==> src/rtl/demod_stream_consts.vh <==
// Constants for the demodulator sample trigger and streaming block.
// Assumes inclusion by bare name from the design files.
`ifndef DEMOD_STREAM_CONSTS_VH
`define DEMOD_STREAM_CONSTS_VH
// Register byte offsets on the register bus.
`define OFS_CTRL      12'h000
`define OFS_LOCK      12'h004
`define OFS_STATUS    12'h008
`define OFS_SEL_DEMOD 12'h00C
`define OFS_RATE_DIV  12'h010
`define OFS_DATA      12'h014
`define OFS_SRC_CFG   12'h018
`define OFS_AUX_DIV   12'h01C
// Trigger source codes.
`define SRC_CONT      3'h0
`define SRC_EXT_A     3'h1
`define SRC_EXT_B     3'h2
`define SRC_EXT_OR    3'h3
`define SRC_GEN1      3'h4
`define SRC_GEN2      3'h5
`define SRC_GEN3      3'h6
`define SRC_GEN4      3'h7
// Trigger condition codes.
`define COND_RISE     3'h0
`define COND_FALL     3'h1
`define COND_BOTH     3'h2
`define COND_HIGH     3'h3
`define COND_LOW      3'h4
// Rate divider limits: 125 MHz clock, 14 MSa/s down to 0.42 Sa/s.
`define CLK_HZ        125000000
`define RATE_MAX_HZ   14000000
`define RATE_MIN_MHZ  420
`define DIV_MIN       32'h00000009
`define DIV_MAX       32'h11BD4E67
`define DIV_RESET     32'h000004E2
`define AUX_RESET     32'h00000100
// Field positions.
`define CTRL_EN_LSB   0
`define LOCK_BIT      0
`define CFG_SRC_LSB   0
`define CFG_COND_LSB  4
`endif

==> src/rtl/sample_fifo.v <==
// Sample FIFO: flip-flop storage, valid and ready on both sides.
// Assumes a single clock and an active low asynchronous reset.
`timescale 1ns/1ps
module sample_fifo #(
  parameter WIDTH = 32,
  parameter DEPTH = 8,
  parameter AW    = 3
) (
  // Clock and reset.
  input  wire             mclk_in,
  input  wire             reset_n_in,
  // Fill side.
  input  wire             wr_valid_in,
  output wire             wr_ready_out,
  input  wire [WIDTH-1:0] wr_data_in,
  // Drain side.
  output wire             rd_valid_out,
  input  wire             rd_ready_in,
  output wire [WIDTH-1:0] rd_data_out,
  // Fill level.
  output wire [AW:0]      level_out
);
  reg [WIDTH-1:0] mem_ff [0:DEPTH-1];
  reg [AW-1:0]    wptr_ff;
  reg [AW-1:0]    rptr_ff;
  reg [AW:0]      cnt_ff;
  wire            push;
  wire            pop;

  // Full and empty come straight from the count, so they never lie.
  assign wr_ready_out = (cnt_ff != DEPTH[AW:0]);
  assign rd_valid_out = (cnt_ff != {(AW+1){1'b0}});
  assign rd_data_out  = mem_ff[rptr_ff];
  assign level_out    = cnt_ff;
  assign push         = wr_valid_in & wr_ready_out;
  assign pop          = rd_valid_out & rd_ready_in;

  // Pointers wrap at the depth, which need not be a power of two.
  always @(posedge mclk_in or negedge reset_n_in) begin
    if (!reset_n_in) begin
      wptr_ff <= {AW{1'b0}};
      rptr_ff <= {AW{1'b0}};
      cnt_ff  <= {(AW+1){1'b0}};
    end else begin
      if (push) begin
        wptr_ff <= (wptr_ff == DEPTH[AW-1:0] - 1'b1) ? {AW{1'b0}} :
                   wptr_ff + 1'b1;
      end
      if (pop) begin
        rptr_ff <= (rptr_ff == DEPTH[AW-1:0] - 1'b1) ? {AW{1'b0}} :
                   rptr_ff + 1'b1;
      end
      if (push && !pop) begin
        cnt_ff <= cnt_ff + 1'b1;
      end else if (pop && !push) begin
        cnt_ff <= cnt_ff - 1'b1;
      end
    end
  end

  // Storage has no reset; empty entries are never presented.
  always @(posedge mclk_in) begin
    if (push) begin
      mem_ff[wptr_ff] <= wr_data_in;
    end
  end
endmodule

==> src/rtl/demod_sample_trigger_stream.v <==
// Demodulator sample trigger and streaming control with APB registers.
// Assumes demodulators present samples each clock, host drains a stream.
// Functional notes
// RL1 - Each demodulator streams only while its own enable bit is set.
// RL2 - Per-demodulator sample rate programmable from 0.42 Sa/s to 14 MSa/s.
// RL3 - Unreachable requested rates snap to the nearest supported divider.
// RL4 - Host stream rate is independent of the auxiliary output update rate.
// RL5 - Setting rate lock copies demodulator 1 rate to all demodulators.
// RL6 - While locked, any rate write goes to all demodulators alike.
// RL7 - Clearing rate lock leaves all rate values unchanged.
// RL8 - Continuous mode streams without pause at the programmed rate.
// RL9 - Source selector offers external triggers three and four singly.
// RL10 - One source selection uses OR of external triggers three and four.
// RL11 - Source selector offers the four generator trigger outputs.
// RL12 - Edge condition sends one sample per rising, falling or either edge.
// RL13 - Under any edge condition the programmed rate has no effect.
// RL14 - Level condition streams while trigger is high, or while low.
// RL15 - While the level gate is active samples follow the programmed rate.
// RL16 - Trigger condition is ignored when the continuous source is chosen.
// RL17 - External triggers are synchronised, edges from consecutive values.
//
// Added by the designer: the APB slave port and the register offsets.
`timescale 1ns/1ps
`include "demod_stream_consts.vh"
module demod_sample_trigger_stream #(
  parameter NUM_DEMOD = 8,
  parameter IDX_W     = 3,
  parameter DATA_W    = 32,
  parameter FIFO_D    = 8,
  parameter FIFO_AW   = 3
) (
  // Clock and reset.
  input  wire                        mclk_in,
  input  wire                        reset_n_in,
  // APB slave.
  input  wire                        psel_in,
  input  wire                        penable_in,
  input  wire                        pwrite_in,
  input  wire [11:0]                 paddr_in,
  input  wire [31:0]                 pwdata_in,
  output reg  [31:0]                 prdata_out,
  output wire                        pready_out,
  output wire                        pslverr_out,
  // Trigger sources.
  input  wire                        ext_trig_a_in,
  input  wire                        ext_trig_b_in,
  input  wire [3:0]                  gen_trig_in,
  // Demodulator samples, one word per demodulator.
  input  wire [NUM_DEMOD*DATA_W-1:0] demod_data_in,
  // Host stream.
  output wire                        host_valid_out,
  input  wire                        host_ready_in,
  output wire [DATA_W+IDX_W-1:0]     host_data_out,
  // Auxiliary output update strobe, own divider.
  output reg                         aux_update_out
);
  localparam PKT_W = DATA_W + IDX_W;

  // Register state.
  reg [NUM_DEMOD-1:0]  en_ff;
  reg                  lock_ff;
  reg [IDX_W-1:0]      sel_ff;
  reg [31:0]           div_ff [0:NUM_DEMOD-1];
  reg [2:0]            src_ff [0:NUM_DEMOD-1];
  reg [2:0]            cond_ff [0:NUM_DEMOD-1];
  reg [31:0]           aux_div_ff;
  reg [31:0]           aux_cnt_ff;
  reg [31:0]           drop_cnt_ff;
  // Trigger synchronisers and history.
  reg [1:0]            sync_a_ff;
  reg [1:0]            sync_b_ff;
  reg [3:0]            gen_prev_ff;
  reg                  ext_a_prev_ff;
  reg                  ext_b_prev_ff;
  // Per-demodulator pacing and pending requests.
  reg [31:0]           rate_cnt_ff [0:NUM_DEMOD-1];
  reg [NUM_DEMOD-1:0]  pend_ff;
  reg [DATA_W-1:0]     cap_ff [0:NUM_DEMOD-1];
  reg [IDX_W-1:0]      rr_ff;

  wire                 wr_acc;
  wire                 rd_setup;
  wire [31:0]          wdiv;
  wire [NUM_DEMOD-1:0] want;
  wire                 fifo_ready;
  wire [FIFO_AW:0]     fifo_level;
  wire                 ext_a;
  wire                 ext_b;
  wire [7:0]           cur_lvl;
  wire [7:0]           prev_lvl;
  reg                  push_valid;
  reg  [PKT_W-1:0]     push_data;
  reg  [IDX_W-1:0]     push_idx;
  reg                  found;
  reg  [31:0]          nxt_prdata;
  // Each process owns its loop index, so no variable has two drivers.
  integer              k;
  integer              j;
  integer              m;

  // Zero-wait slave; unmapped addresses read zero and report no error.
  // A read is looked up in its setup cycle, so that the word is already
  // in a flop when the access cycle begins and no wait state is needed.
  assign pready_out  = 1'b1;
  assign pslverr_out = 1'b0;
  assign wr_acc      = psel_in & penable_in & pwrite_in;
  assign rd_setup    = psel_in & ~penable_in & ~pwrite_in;

  // Clamp the requested divider to the supported rate range, DIV_MIN to DIV_MAX.
  assign wdiv = (pwdata_in < `DIV_MIN) ? `DIV_MIN :
                (pwdata_in > `DIV_MAX) ? `DIV_MAX : pwdata_in; // RL2 RL3

  // Only the second flop of each synchroniser feeds logic.
  assign ext_a = sync_a_ff[1]; // RL17
  assign ext_b = sync_b_ff[1]; // RL17
  // Source values indexed by source code, current and previous cycle.
  // Generator triggers come from logic on this clock and need no sync.
  assign cur_lvl  = {gen_trig_in, ext_a | ext_b, ext_b, ext_a, 1'b1};
  assign prev_lvl = {gen_prev_ff, ext_a_prev_ff | ext_b_prev_ff,
                     ext_b_prev_ff, ext_a_prev_ff, 1'b1}; // RL9 RL10 RL11

  // Synchronise external triggers and keep one cycle of history.
  always @(posedge mclk_in or negedge reset_n_in) begin
    if (!reset_n_in) begin
      sync_a_ff     <= 2'h0;
      sync_b_ff     <= 2'h0;
      ext_a_prev_ff <= 1'b0;
      ext_b_prev_ff <= 1'b0;
      gen_prev_ff   <= 4'h0;
    end else begin
      sync_a_ff     <= {sync_a_ff[0], ext_trig_a_in}; // RL17
      sync_b_ff     <= {sync_b_ff[0], ext_trig_b_in}; // RL17
      ext_a_prev_ff <= ext_a; // RL17
      ext_b_prev_ff <= ext_b;
      gen_prev_ff   <= gen_trig_in;
    end
  end

  // Per-demodulator decision: whether a sample is wanted this cycle.
  genvar g;
  generate
    for (g = 0; g < NUM_DEMOD; g = g + 1) begin : g_demod
      wire       cur;
      wire       prv;
      wire       tick;
      wire       is_cont;
      wire       edge_hit;
      reg        gate;
      reg        fire;
      assign cur     = cur_lvl[src_ff[g]];
      assign prv     = prev_lvl[src_ff[g]];
      assign tick    = (rate_cnt_ff[g] == 32'h00000000);
      assign is_cont = (src_ff[g] == `SRC_CONT);
      assign edge_hit = (cur != prv);

      // Condition decode; ignored altogether under the continuous source.
      always @* begin
        gate = 1'b0;
        fire = 1'b0;
        if (is_cont) begin
          gate = 1'b1; // RL8 RL16
          fire = tick; // RL8
        end else begin
          case (cond_ff[g])
            `COND_RISE: fire = edge_hit & cur; // RL12 RL13
            `COND_FALL: fire = edge_hit & ~cur; // RL12 RL13
            `COND_BOTH: fire = edge_hit; // RL12 RL13
            `COND_HIGH: begin
              gate = cur; // RL14
              fire = cur & tick; // RL15
            end
            `COND_LOW: begin
              gate = ~cur; // RL14
              fire = ~cur & tick; // RL15
            end
            default: fire = 1'b0;
          endcase
        end
      end
      assign want[g] = en_ff[g] & fire; // RL1

      // Pacing counter restarts whenever the gate is shut or disabled.
      // The first paced sample therefore comes one full period after the
      // gate opens; a gate shorter than one period emits nothing.
      always @(posedge mclk_in or negedge reset_n_in) begin
        if (!reset_n_in) begin
          rate_cnt_ff[g] <= 32'h00000000;
          cap_ff[g]      <= {DATA_W{1'b0}};
        end else begin
          if (!en_ff[g] || !gate || tick) begin
            rate_cnt_ff[g] <= div_ff[g] - 32'h00000001; // RL15
          end else begin
            rate_cnt_ff[g] <= rate_cnt_ff[g] - 32'h00000001;
          end
          if (want[g]) begin
            cap_ff[g] <= demod_data_in[g*DATA_W +: DATA_W];
          end
        end
      end
    end
  endgenerate

  // Round-robin pick of one pending sample per cycle into the FIFO.
  always @* begin
    push_valid = 1'b0;
    push_idx   = {IDX_W{1'b0}};
    found      = 1'b0;
    for (k = 0; k < NUM_DEMOD; k = k + 1) begin
      if (!found && pend_ff[(rr_ff + k) % NUM_DEMOD]) begin
        found      = 1'b1;
        push_valid = 1'b1;
        push_idx   = (rr_ff + k[IDX_W-1:0]);
      end
    end
    push_data = {push_idx, cap_ff[push_idx]};
  end

  // Pending flags: a new request wins over the clear of a push.
  // A cycle in which any request finds its flag already set, unless that flag is pushed in the same cycle, adds one to the drop count.
  always @(posedge mclk_in or negedge reset_n_in) begin
    if (!reset_n_in) begin
      pend_ff     <= {NUM_DEMOD{1'b0}};
      rr_ff       <= {IDX_W{1'b0}};
      drop_cnt_ff <= 32'h00000000;
    end else begin
      for (j = 0; j < NUM_DEMOD; j = j + 1) begin
        if (want[j]) begin
          pend_ff[j] <= 1'b1;
        end else if (push_valid && fifo_ready && push_idx == j) begin
          pend_ff[j] <= 1'b0;
        end
      end
      if (push_valid && fifo_ready) begin
        rr_ff <= push_idx + 1'b1;
      end
      if (|(want & pend_ff & ~({NUM_DEMOD{push_valid & fifo_ready}}
          & ({{(NUM_DEMOD-1){1'b0}}, 1'b1} << push_idx)))) begin
        drop_cnt_ff <= drop_cnt_ff + 32'h00000001;
      end
    end
  end

  // Register writes, including the rate lock behaviour.
  always @(posedge mclk_in or negedge reset_n_in) begin
    if (!reset_n_in) begin
      en_ff      <= {NUM_DEMOD{1'b0}};
      lock_ff    <= 1'b0;
      sel_ff     <= {IDX_W{1'b0}};
      aux_div_ff <= `AUX_RESET;
      for (m = 0; m < NUM_DEMOD; m = m + 1) begin
        div_ff[m]  <= `DIV_RESET;
        src_ff[m]  <= `SRC_CONT;
        cond_ff[m] <= `COND_RISE;
      end
    end else if (wr_acc) begin
      case (paddr_in)
        `OFS_CTRL: en_ff <= pwdata_in[`CTRL_EN_LSB +: NUM_DEMOD]; // RL1
        `OFS_LOCK: begin
          // Only the rising lock copies; rewriting a set lock changes nothing.
          lock_ff <= pwdata_in[`LOCK_BIT]; // RL7
          if (pwdata_in[`LOCK_BIT] && !lock_ff) begin
            for (m = 1; m < NUM_DEMOD; m = m + 1) begin
              div_ff[m] <= div_ff[0]; // RL5
            end
          end
        end
        `OFS_SEL_DEMOD: sel_ff <= pwdata_in[IDX_W-1:0];
        `OFS_RATE_DIV: begin
          if (lock_ff) begin
            for (m = 0; m < NUM_DEMOD; m = m + 1) begin
              div_ff[m] <= wdiv; // RL6
            end
          end else begin
            div_ff[sel_ff] <= wdiv; // RL2
          end
        end
        `OFS_SRC_CFG: begin
          src_ff[sel_ff]  <= pwdata_in[`CFG_SRC_LSB +: 3];
          cond_ff[sel_ff] <= pwdata_in[`CFG_COND_LSB +: 3];
        end
        `OFS_AUX_DIV: aux_div_ff <= (pwdata_in == 32'h00000000) ?
                                    32'h00000001 : pwdata_in; // RL4
        default: lock_ff <= lock_ff;
      endcase
    end
  end

  // Auxiliary update strobe paced by its own divider, not the stream rate.
  always @(posedge mclk_in or negedge reset_n_in) begin
    if (!reset_n_in) begin
      aux_cnt_ff     <= 32'h00000000;
      aux_update_out <= 1'b0;
    end else begin
      aux_update_out <= (aux_cnt_ff == 32'h00000000); // RL4
      if (aux_cnt_ff == 32'h00000000) begin
        aux_cnt_ff <= aux_div_ff - 32'h00000001;
      end else begin
        aux_cnt_ff <= aux_cnt_ff - 32'h00000001;
      end
    end
  end

  // Read mux, looked up during the setup cycle. Status and drop count are
  // therefore one cycle old when the access cycle shows them; that is the
  // price of a flopped read word with no wait state.
  always @* begin
    nxt_prdata = 32'h00000000;
    if (rd_setup) begin
      case (paddr_in)
        `OFS_CTRL:      nxt_prdata = {{(32-NUM_DEMOD){1'b0}}, en_ff};
        `OFS_LOCK:      nxt_prdata = {31'h00000000, lock_ff};
        `OFS_STATUS:    nxt_prdata = {{(16-NUM_DEMOD){1'b0}}, pend_ff,
                                      {(16-FIFO_AW-1){1'b0}}, fifo_level};
        `OFS_SEL_DEMOD: nxt_prdata = {{(32-IDX_W){1'b0}}, sel_ff};
        `OFS_RATE_DIV:  nxt_prdata = div_ff[sel_ff];
        `OFS_DATA:      nxt_prdata = drop_cnt_ff;
        `OFS_SRC_CFG:   nxt_prdata = {25'h0000000, cond_ff[sel_ff],
                                      1'b0, src_ff[sel_ff]};
        `OFS_AUX_DIV:   nxt_prdata = aux_div_ff;
        default:        nxt_prdata = 32'h00000000;
      endcase
    end
  end

  // The word stands through the access cycle and falls back to zero after
  // it, so an idle bus never shows stale register contents.
  always @(posedge mclk_in or negedge reset_n_in) begin
    if (!reset_n_in) begin
      prdata_out <= 32'h00000000;
    end else begin
      prdata_out <= nxt_prdata;
    end
  end

  // Output buffer toward the host; a stalled host backs up the pending
  // flags, and further requests for a still pending demodulator drop.
  sample_fifo #(
    .WIDTH (PKT_W),
    .DEPTH (FIFO_D),
    .AW    (FIFO_AW)
  ) u_fifo (
    .mclk_in      (mclk_in),
    .reset_n_in   (reset_n_in),
    .wr_valid_in  (push_valid),
    .wr_ready_out (fifo_ready),
    .wr_data_in   (push_data),
    .rd_valid_out (host_valid_out),
    .rd_ready_in  (host_ready_in),
    .rd_data_out  (host_data_out),
    .level_out    (fifo_level)
  );
endmodule

==> config.mk <==
export PLATFORM = sky130hd
export DESIGN_NAME = demod_sample_trigger_stream
export DESIGN_NICKNAME = d
export VERILOG_FILES = /design/src/rtl/sample_fifo.v /design/src/rtl/demod_sample_trigger_stream.v
export VERILOG_INCLUDE_DIRS = /design/src /design/src/rtl
export SDC_FILE = /design/constraint.sdc
export NUM_CORES = 2
export LEC_CHECK = 0
export BUFFER_PORTS_ARGS = -buffer_cell sky130_fd_sc_hd__clkbuf_2
export CELL_PAD_IN_SITES_DETAIL_PLACEMENT = 0
export CELL_PAD_IN_SITES_GLOBAL_PLACEMENT = 1
export CORE_MARGIN = 2
export CORE_UTILIZATION = 49
export CTS_BUF_LIST = sky130_fd_sc_hd__clkbuf_8 sky130_fd_sc_hd__clkbuf_16
export CTS_CLUSTER_SIZE = 25
export DETAILED_ROUTE_END_ITERATION = 7
export PLACE_DENSITY = 0.85
export SETUP_SLACK_MARGIN = 0.1
export SYNTH_ARGS = -nofsm -noshare
export SYNTH_HDL_FRONTEND = slang
export SYNTH_SLANG_ARGS = --single-unit
==> constraint.sdc <==
create_clock -name mclk_in -period 7.9 [get_ports mclk_in]
set_input_delay 0.395 -clock mclk_in [delete_from_list [all_inputs] [get_ports mclk_in]]
set_output_delay 0.395 -clock mclk_in [all_outputs]
set_load 0.1 [all_outputs]
# After elaboration in Yosys (flattened, before gate mapping)
# Memory sizes are Yosys's and may differ from the RTL's.
# Cells that the tools add are included.
# Widths: inputs -> output; s select.
# word_totals
reg_bits	988
ramBits	280
input_bits	312
out_inout_bits	71
wordCells	511
n_memories	1
# memory_table
name	words	width	rd	rd_clocked_by_memory_dff	wr	line_no	text
u_fifo.mem_ff	8	35	1	0	1	sample_fifo.v:23	reg [WIDTH-1:0] mem_ff [0:DEPTH-1];
# classes
n_addsub	38
n_lt_le_gt_ge	21
n_eq_ne	58
shift	1
mux	154
n_bitwise	64
reduce_logical	109
# ops
operator	count
$mux 32	18
$sub 32x1->32 const B	18
$pmux 224 s2	1
$logic_not 32->1	10
$bwmux 256	1
$mux 256	1
$pmux 32 s8	1
$mux 224	1
$bmux 32 s3	2
$demux 32 s3	1
$bmux 1 s3	24
$mux 1	66
$lt 3x4->1 const B	16
$eq 3x2->1 const B	18
$logic_not 3->1	17
$bwmux 24	2
$eq 12x5->1 const B	4
$and 1x1->1	46
$mux 3	15
$eq 3x3->1 const B	14
$pmux 1 s5	8
$add 32x1->32 const B	1
$gt 32x29->1 const B	1
$lt 32x4->1 const B	1
32 further kinds	158

# Depth between registers and ports, before layout
# depth
ltp_word	29
depth_mapped	25
depth_no_buf	16

# Cells and area by module
# Synthesis repeated with hierarchy kept, for this count alone.
# hier_totals
hier_cells	5732
area_unflattened_um2	65076.2
# by_module_without_submodules
module	instances	cells_each	area_per_inst_um2	seq_area_each_um2
demod_sample_trigger_stream	1	5262	53620.2	24524.8
sample_fifo	1	470	11456.0	8658.3

# Least setup slack after synthesis
# No wires, ideal clock.
# synth_path
path_type	reg2reg
startpoint	register rr_ff[0]
endpoint	memory u_fifo.mem_ff[2][0] in the netlist's numbering, enable pin
setup_ns	0.527
arrival_time_ns	6.543
required_time_ns	7.373
setup_slack_ns	0.830
stages_incl_launch_ff	14
n_path_buf	5
period_less_slack_ns	7.070
path_cell_list	dfrtp_1 -> buf_2 -> buf_2 -> buf_2 -> inv_1 -> ha_1 -> buf_2 -> mux2i_1 -> mux4_2 -> o211ai_1 -> or3_1 -> o21ai_1 -> clkbuf_1 -> nor4b_1
# synth_between
elab_chain_cells	27
word_cells_on_any_way	48
cone_classes	7 x add/sub; 26 x mux; 1 x bitwise; 14 x reduce/logical
# synth_rtl
item	line_no	text
start, declared	demod_sample_trigger_stream.v:79	reg [IDX_W-1:0] rr_ff;
start signal, assigned	demod_sample_trigger_stream.v:223	rr_ff <= {IDX_W{1'b0}};
start signal, assigned	demod_sample_trigger_stream.v:234	rr_ff <= push_idx + 1'b1;
parallel branches: the longest is 23 deep, another holds $add 3x1->3	-	
$mux 1 (*)	demod_sample_trigger_stream.v:209	if (!found && pend_ff[(rr_ff + k) % NUM_DEMOD]) begin
$and 1x1->1 (*)	sample_fifo.v:35	assign push = wr_valid_in & wr_ready_out;
$mux 1 (*)	sample_fifo.v:63	if (push) begin
$mux 1 (not written as such) (*)	sample_fifo.v:64	mem_ff[wptr_ff] <= wr_data_in;
end, declared	sample_fifo.v:23	
# Mark *: on every way between the ends. The select of a mux whose other input is x is not followed.

# Worst setup path after layout
# layout_path
startpoint	register rr_ff[1]
endpoint	memory u_fifo.mem_ff[3][19] in the netlist's numbering (data pin)
# layout_between
elab_chain_cells	28
word_cells_on_any_way	63
cone_classes	14 x add/sub; 34 x mux; 1 x bitwise; 14 x reduce/logical
# layout_rtl
item	line_no	text
parallel branches: the longest is 23 deep, another holds $add 3x1->3	-	
$mux 3 (*)	demod_sample_trigger_stream.v:209	
$not 3->4 (not written as such) (*)	demod_sample_trigger_stream.v:215	push_data = {push_idx, cap_ff[push_idx]};
$bmux 32 s3 (*)	demod_sample_trigger_stream.v:215	
$mux 32 (not written as such) (*) (2 in a row)	demod_sample_trigger_stream.v:215	
named net push_data[19]	demod_sample_trigger_stream.v:92	reg [PKT_W-1:0] push_data;
# Mark *: on every way through the listed nets, which the timed path passes. The select of a mux whose other input is x is not followed.

==> Flow_metrics.wiki <==
{| class="wikitable"
! Metric !! Value
|-
| Status || complete, but fails checks
|-
| Violated checks || design-rule violations, max-capacitance violations
|-
| Vertical extent of the die || 369 microns
|-
| Origin of the worst min-delay path || penable_in
|-
| Worst-case register-to-register setup slack || 1.54 ns
|-
| Final hold violations || 0
|-
| Final critical delay including setup and external delays || 6.36 ns
|-
| Drt initial violations || 7,463
|-
| Area of the core || 132,000 sq um
|-
| Worst endpoint required time || 8.49 ns
|-
| Dpl ws || 1.65 ns
|-
| Wire length of the first global-routing pass || 366,000 microns
|-
| Routed wl met3 || 35,100 microns
|-
| Via count of the first global-routing pass || 54,300
|-
| Commonest cells after routing, fill and taps aside || dfrtp_1, nand2_1, nor2_1
|-
| Hold Slack || 0.0653 ns
|-
| CTS hold repair buffers || 269
|-
| Final Setup Violations || 0
|-
| Highest fanout seen on the critical path || 84
|-
| Final design instance area without fill || 76,600 sq um
|-
| Critical path start-end classification || flop to flop
|-
| Highest attainable clock frequency || 157 MHz
|-
| PnR Total Power || 24.5 mW
|-
| Clock-pin slew reported for the worst setup and hold paths after clock tree synthesis || 0.06 ns
|-
| Count of distinct cell types in the synthesized netlist || 93
|-
| Layout cell share with drive strength beyond 1 || 0.207
|-
| Synth area leader || dfrtp_1
|-
| Slew margin rel. || 0.0223
|-
| I/O pins || 383
|-
| Post-layout nets || 6,844
|-
| Site row count || 133
|-
| Lkg Pwr || 31.9 nW
|-
| Startpoint type of the worst setup path || flop
|-
| DPL Wire Length || 167,000 microns
|-
| Clock Sinks || 1,268
|-
| FF+latch count, synth || 1,268
|-
| Starting Density || 0.495
|-
| Clock insertion delay at the later pin of the skew report || 0.80 ns
|-
| Tot GR Track Use || 0.365
|-
| Sum Neg Setup Slack || 0 ns
|-
| Largest net degree at the start of global routing || 161
|-
| Slew @ Worst Pin || 1.45 ns
|-
| Aggregate routed wire length || 252,000 microns
|-
| Top cells by area in the synthesized netlist || dfrtp_1, edfxtp_1, mux2_2
|-
| Cell count after placement || 7,851
|-
| Highest routed layer || met5
|-
| Routed vias || 55,900
|-
| Worst Setup End Kind || flop
|-
| Arrival time of the worst setup path || 6.95 ns
|-
| Synthesis warning total || 0
|-
| Area of the die || 136,000 sq um
|-
| Cell Pwr Density || 320 nW/um^2
|-
| Hold Path Stages || 4
|-
| Worst Skew || 0.0398 ns
|-
| Critical register-to-register path startpoint || rr_ff[1]$_DFFE_PN0P_
|-
| Share of Yosys cell area claimed by the top area cell type || 0.363
|-
| Total length of routed met2 wires || 106,000 microns
|-
| Worst flop-to-flop path endpoint || u_fifo.mem_ff[3][19]$_DFFE_PP_
|-
| CTS tree || done
|-
| Max_cap viols || 1
|-
| Horizontal extent of the die || 369 microns
|-
| Register-to-Register Path Depth || 12
|-
| Root Driver || clkbuf_16
|-
| Max Slew Vio Count || 0
|-
| Area growth, synth to finish || 17.3%
|-
| Routed met1 length || 93,500 microns
|-
| Total clock buffers created by CTS || 139
|-
| Post-route ant nets || 0
|-
| DRC errors left || 5
|-
| Post-route core utilization || 0.581
|-
| Post-CTS sizing || 0
|-
| Via density || 6.65
|-
| Syn nets || 6,366
|-
| Count of mapped cells out of synthesis || 6,028
|-
| Placed cell areas || 69,000 sq um
|-
| RePlAce Congestion || 1.04
|-
| Maximum number of buffers from clock root to sink || 3
|-
| First-pass DRT Iterations || 8
|-
| Worst vdd rail ir drop || 0.472 mV
|-
| WL per Instance || 30.0 microns
|-
| Path class of the lowest-slack min-delay path || primary input to flop
|-
| RSZ-0062 raised after global routing || no
|-
| Port bufs || 380
|-
| Synth Area per Inst || 10.8 sq um
|-
| Final WS setup || 1.54 ns
|-
| Number of enable-type register cells in the synthesized netlist || 280
|-
| Number of antenna violations at the first check in global routing || 37
|-
| Main synth FF type || dfrtp_1
|-
| Layout Cells excl Fill || 8,408
|-
| Global route total overflow || 0
|-
| Post-synth design cell area || 65,300 sq um
|-
| Seq/Total Area, Yosys || 0.508
|-
| Portion of the clock cycle consumed by the worst path in the final layout || 0.804
|-
| End of the worst hold path || prdata_out[1]$_DFF_PN0_
|-
| H-tree levels || 4
|-
| Async set or reset register ratio after synthesis || 0.779
|-
| Buffer count from post-CTS setup fixing || 0
|-
| Fill cell count || 10,600
|-
| Most common cell after layout, fill and taps aside || dfrtp_1
|}
## report_power, final
group          switching [mW]  leakage [nW]  total (mW)  internal (mW)
clock network            2.93          2.47        6.94           4.01
registers               0.410          14.6        9.08           8.67
logic                    6.30          14.8        8.51           2.21
## layout make-up
cell class | instances | area, sq um | share of cell area
diodes | 29 | 72.6 | 0.000948
repair buffers | 753 | 5440 | 0.0710
multi-input cells | 4291 | 30700 | 0.401
clock buffers | 157 | 3770 | 0.0492
well taps | 1755 | 2200 | 0.0287
clock inverters | 102 | 1030 | 0.0135
inverters | 53 | 201 | 0.00263
flip-flops and latches | 1268 | 33200 | 0.433
## Yosys cell counts (all sizes together) (98+ instances only)
cell type  count
a21oi        180
nor2         515
mux2i        282
o21ai        195
nand2        524
o22ai        162
mux4          98
a31oi        178
nor3         171
xnor2        228
nand4        117
xor2         150
nand3        136
clkbuf       341
o31ai        119
nor4         132
edfxtp       280
dfrtp        947
mux2         416
## worst max-delay path: stages, from the launching register on
cell and delay, ns:
dfrtp_1 0.77, inv_1 0.19, ha_1 0.84, mux4_2 0.63, mux2_2 0.30, nand2b_1 0.18, and3_1 0.19, o41a_2 0.51
inv_4 0.47, buf_4 0.92, mux2i_1 0.20, a32oi_1 0.37, and3_1 0.39
## how the worst max path moves through the flow
| stage | from | endpoint | slack, ns |
|---|---|---|---|
| finish | rr_ff[1]$_DFFE_PN0P_ | u_fifo.mem_ff[3][19]$_DFFE_PP_ | 1.54 |
| global route | rr_ff[1]$_DFFE_PN0P_ | drop_cnt_ff[19]$_DFFE_PN0P_ | 1.12 |
| CTS | rr_ff[1]$_DFFE_PN0P_ | drop_cnt_ff[1]$_DFFE_PN0P_ | 1.64 |
| detailed placement | rr_ff[1]$_DFFE_PN0P_ | drop_cnt_ff[1]$_DFFE_PN0P_ | 1.65 |
| global placement | rr_ff[1]$_DFFE_PN0P_ | drop_cnt_ff[12]$_DFFE_PN0P_ | 1.86 |
| floorplan | rr_ff[0]$_DFFE_PN0P_ | u_fifo.mem_ff[2][0]$_DFFE_PP_ | 0.83 |
## flip-flops by register name, summed over array words and instances, names as in the netlist, 8 cells and up
name / count
aux_cnt_ff: 32
aux_div_ff: 32
cap_ff: 256
cond_ff: 24
div_ff: 256
drop_cnt_ff: 32
en_ff: 8
pend_ff: 8
prdata_out: 32
rate_cnt_ff: 256
src_ff: 24
u_fifo.mem_ff: 280
## logic make-up after synthesis
group	synth area share
AND/OR/NAND/NOR	0.148
flip-flops	0.508
AO/OA/AOI/OAI	0.111
multiplexers	0.149
buffers and inverters	0.0277
XOR/XNOR	0.0507
adder cells (fa/ha/maj)	0.00510
other	0.000115
## layer usage
metal	vias to the layer above	GRT usage
met3	1044	0.149
met1	27600	0.470
met4	28	0.228
met2	3882	0.508
met5	-	0
li1	23400	-
Power figures use the tool's default switching activity.
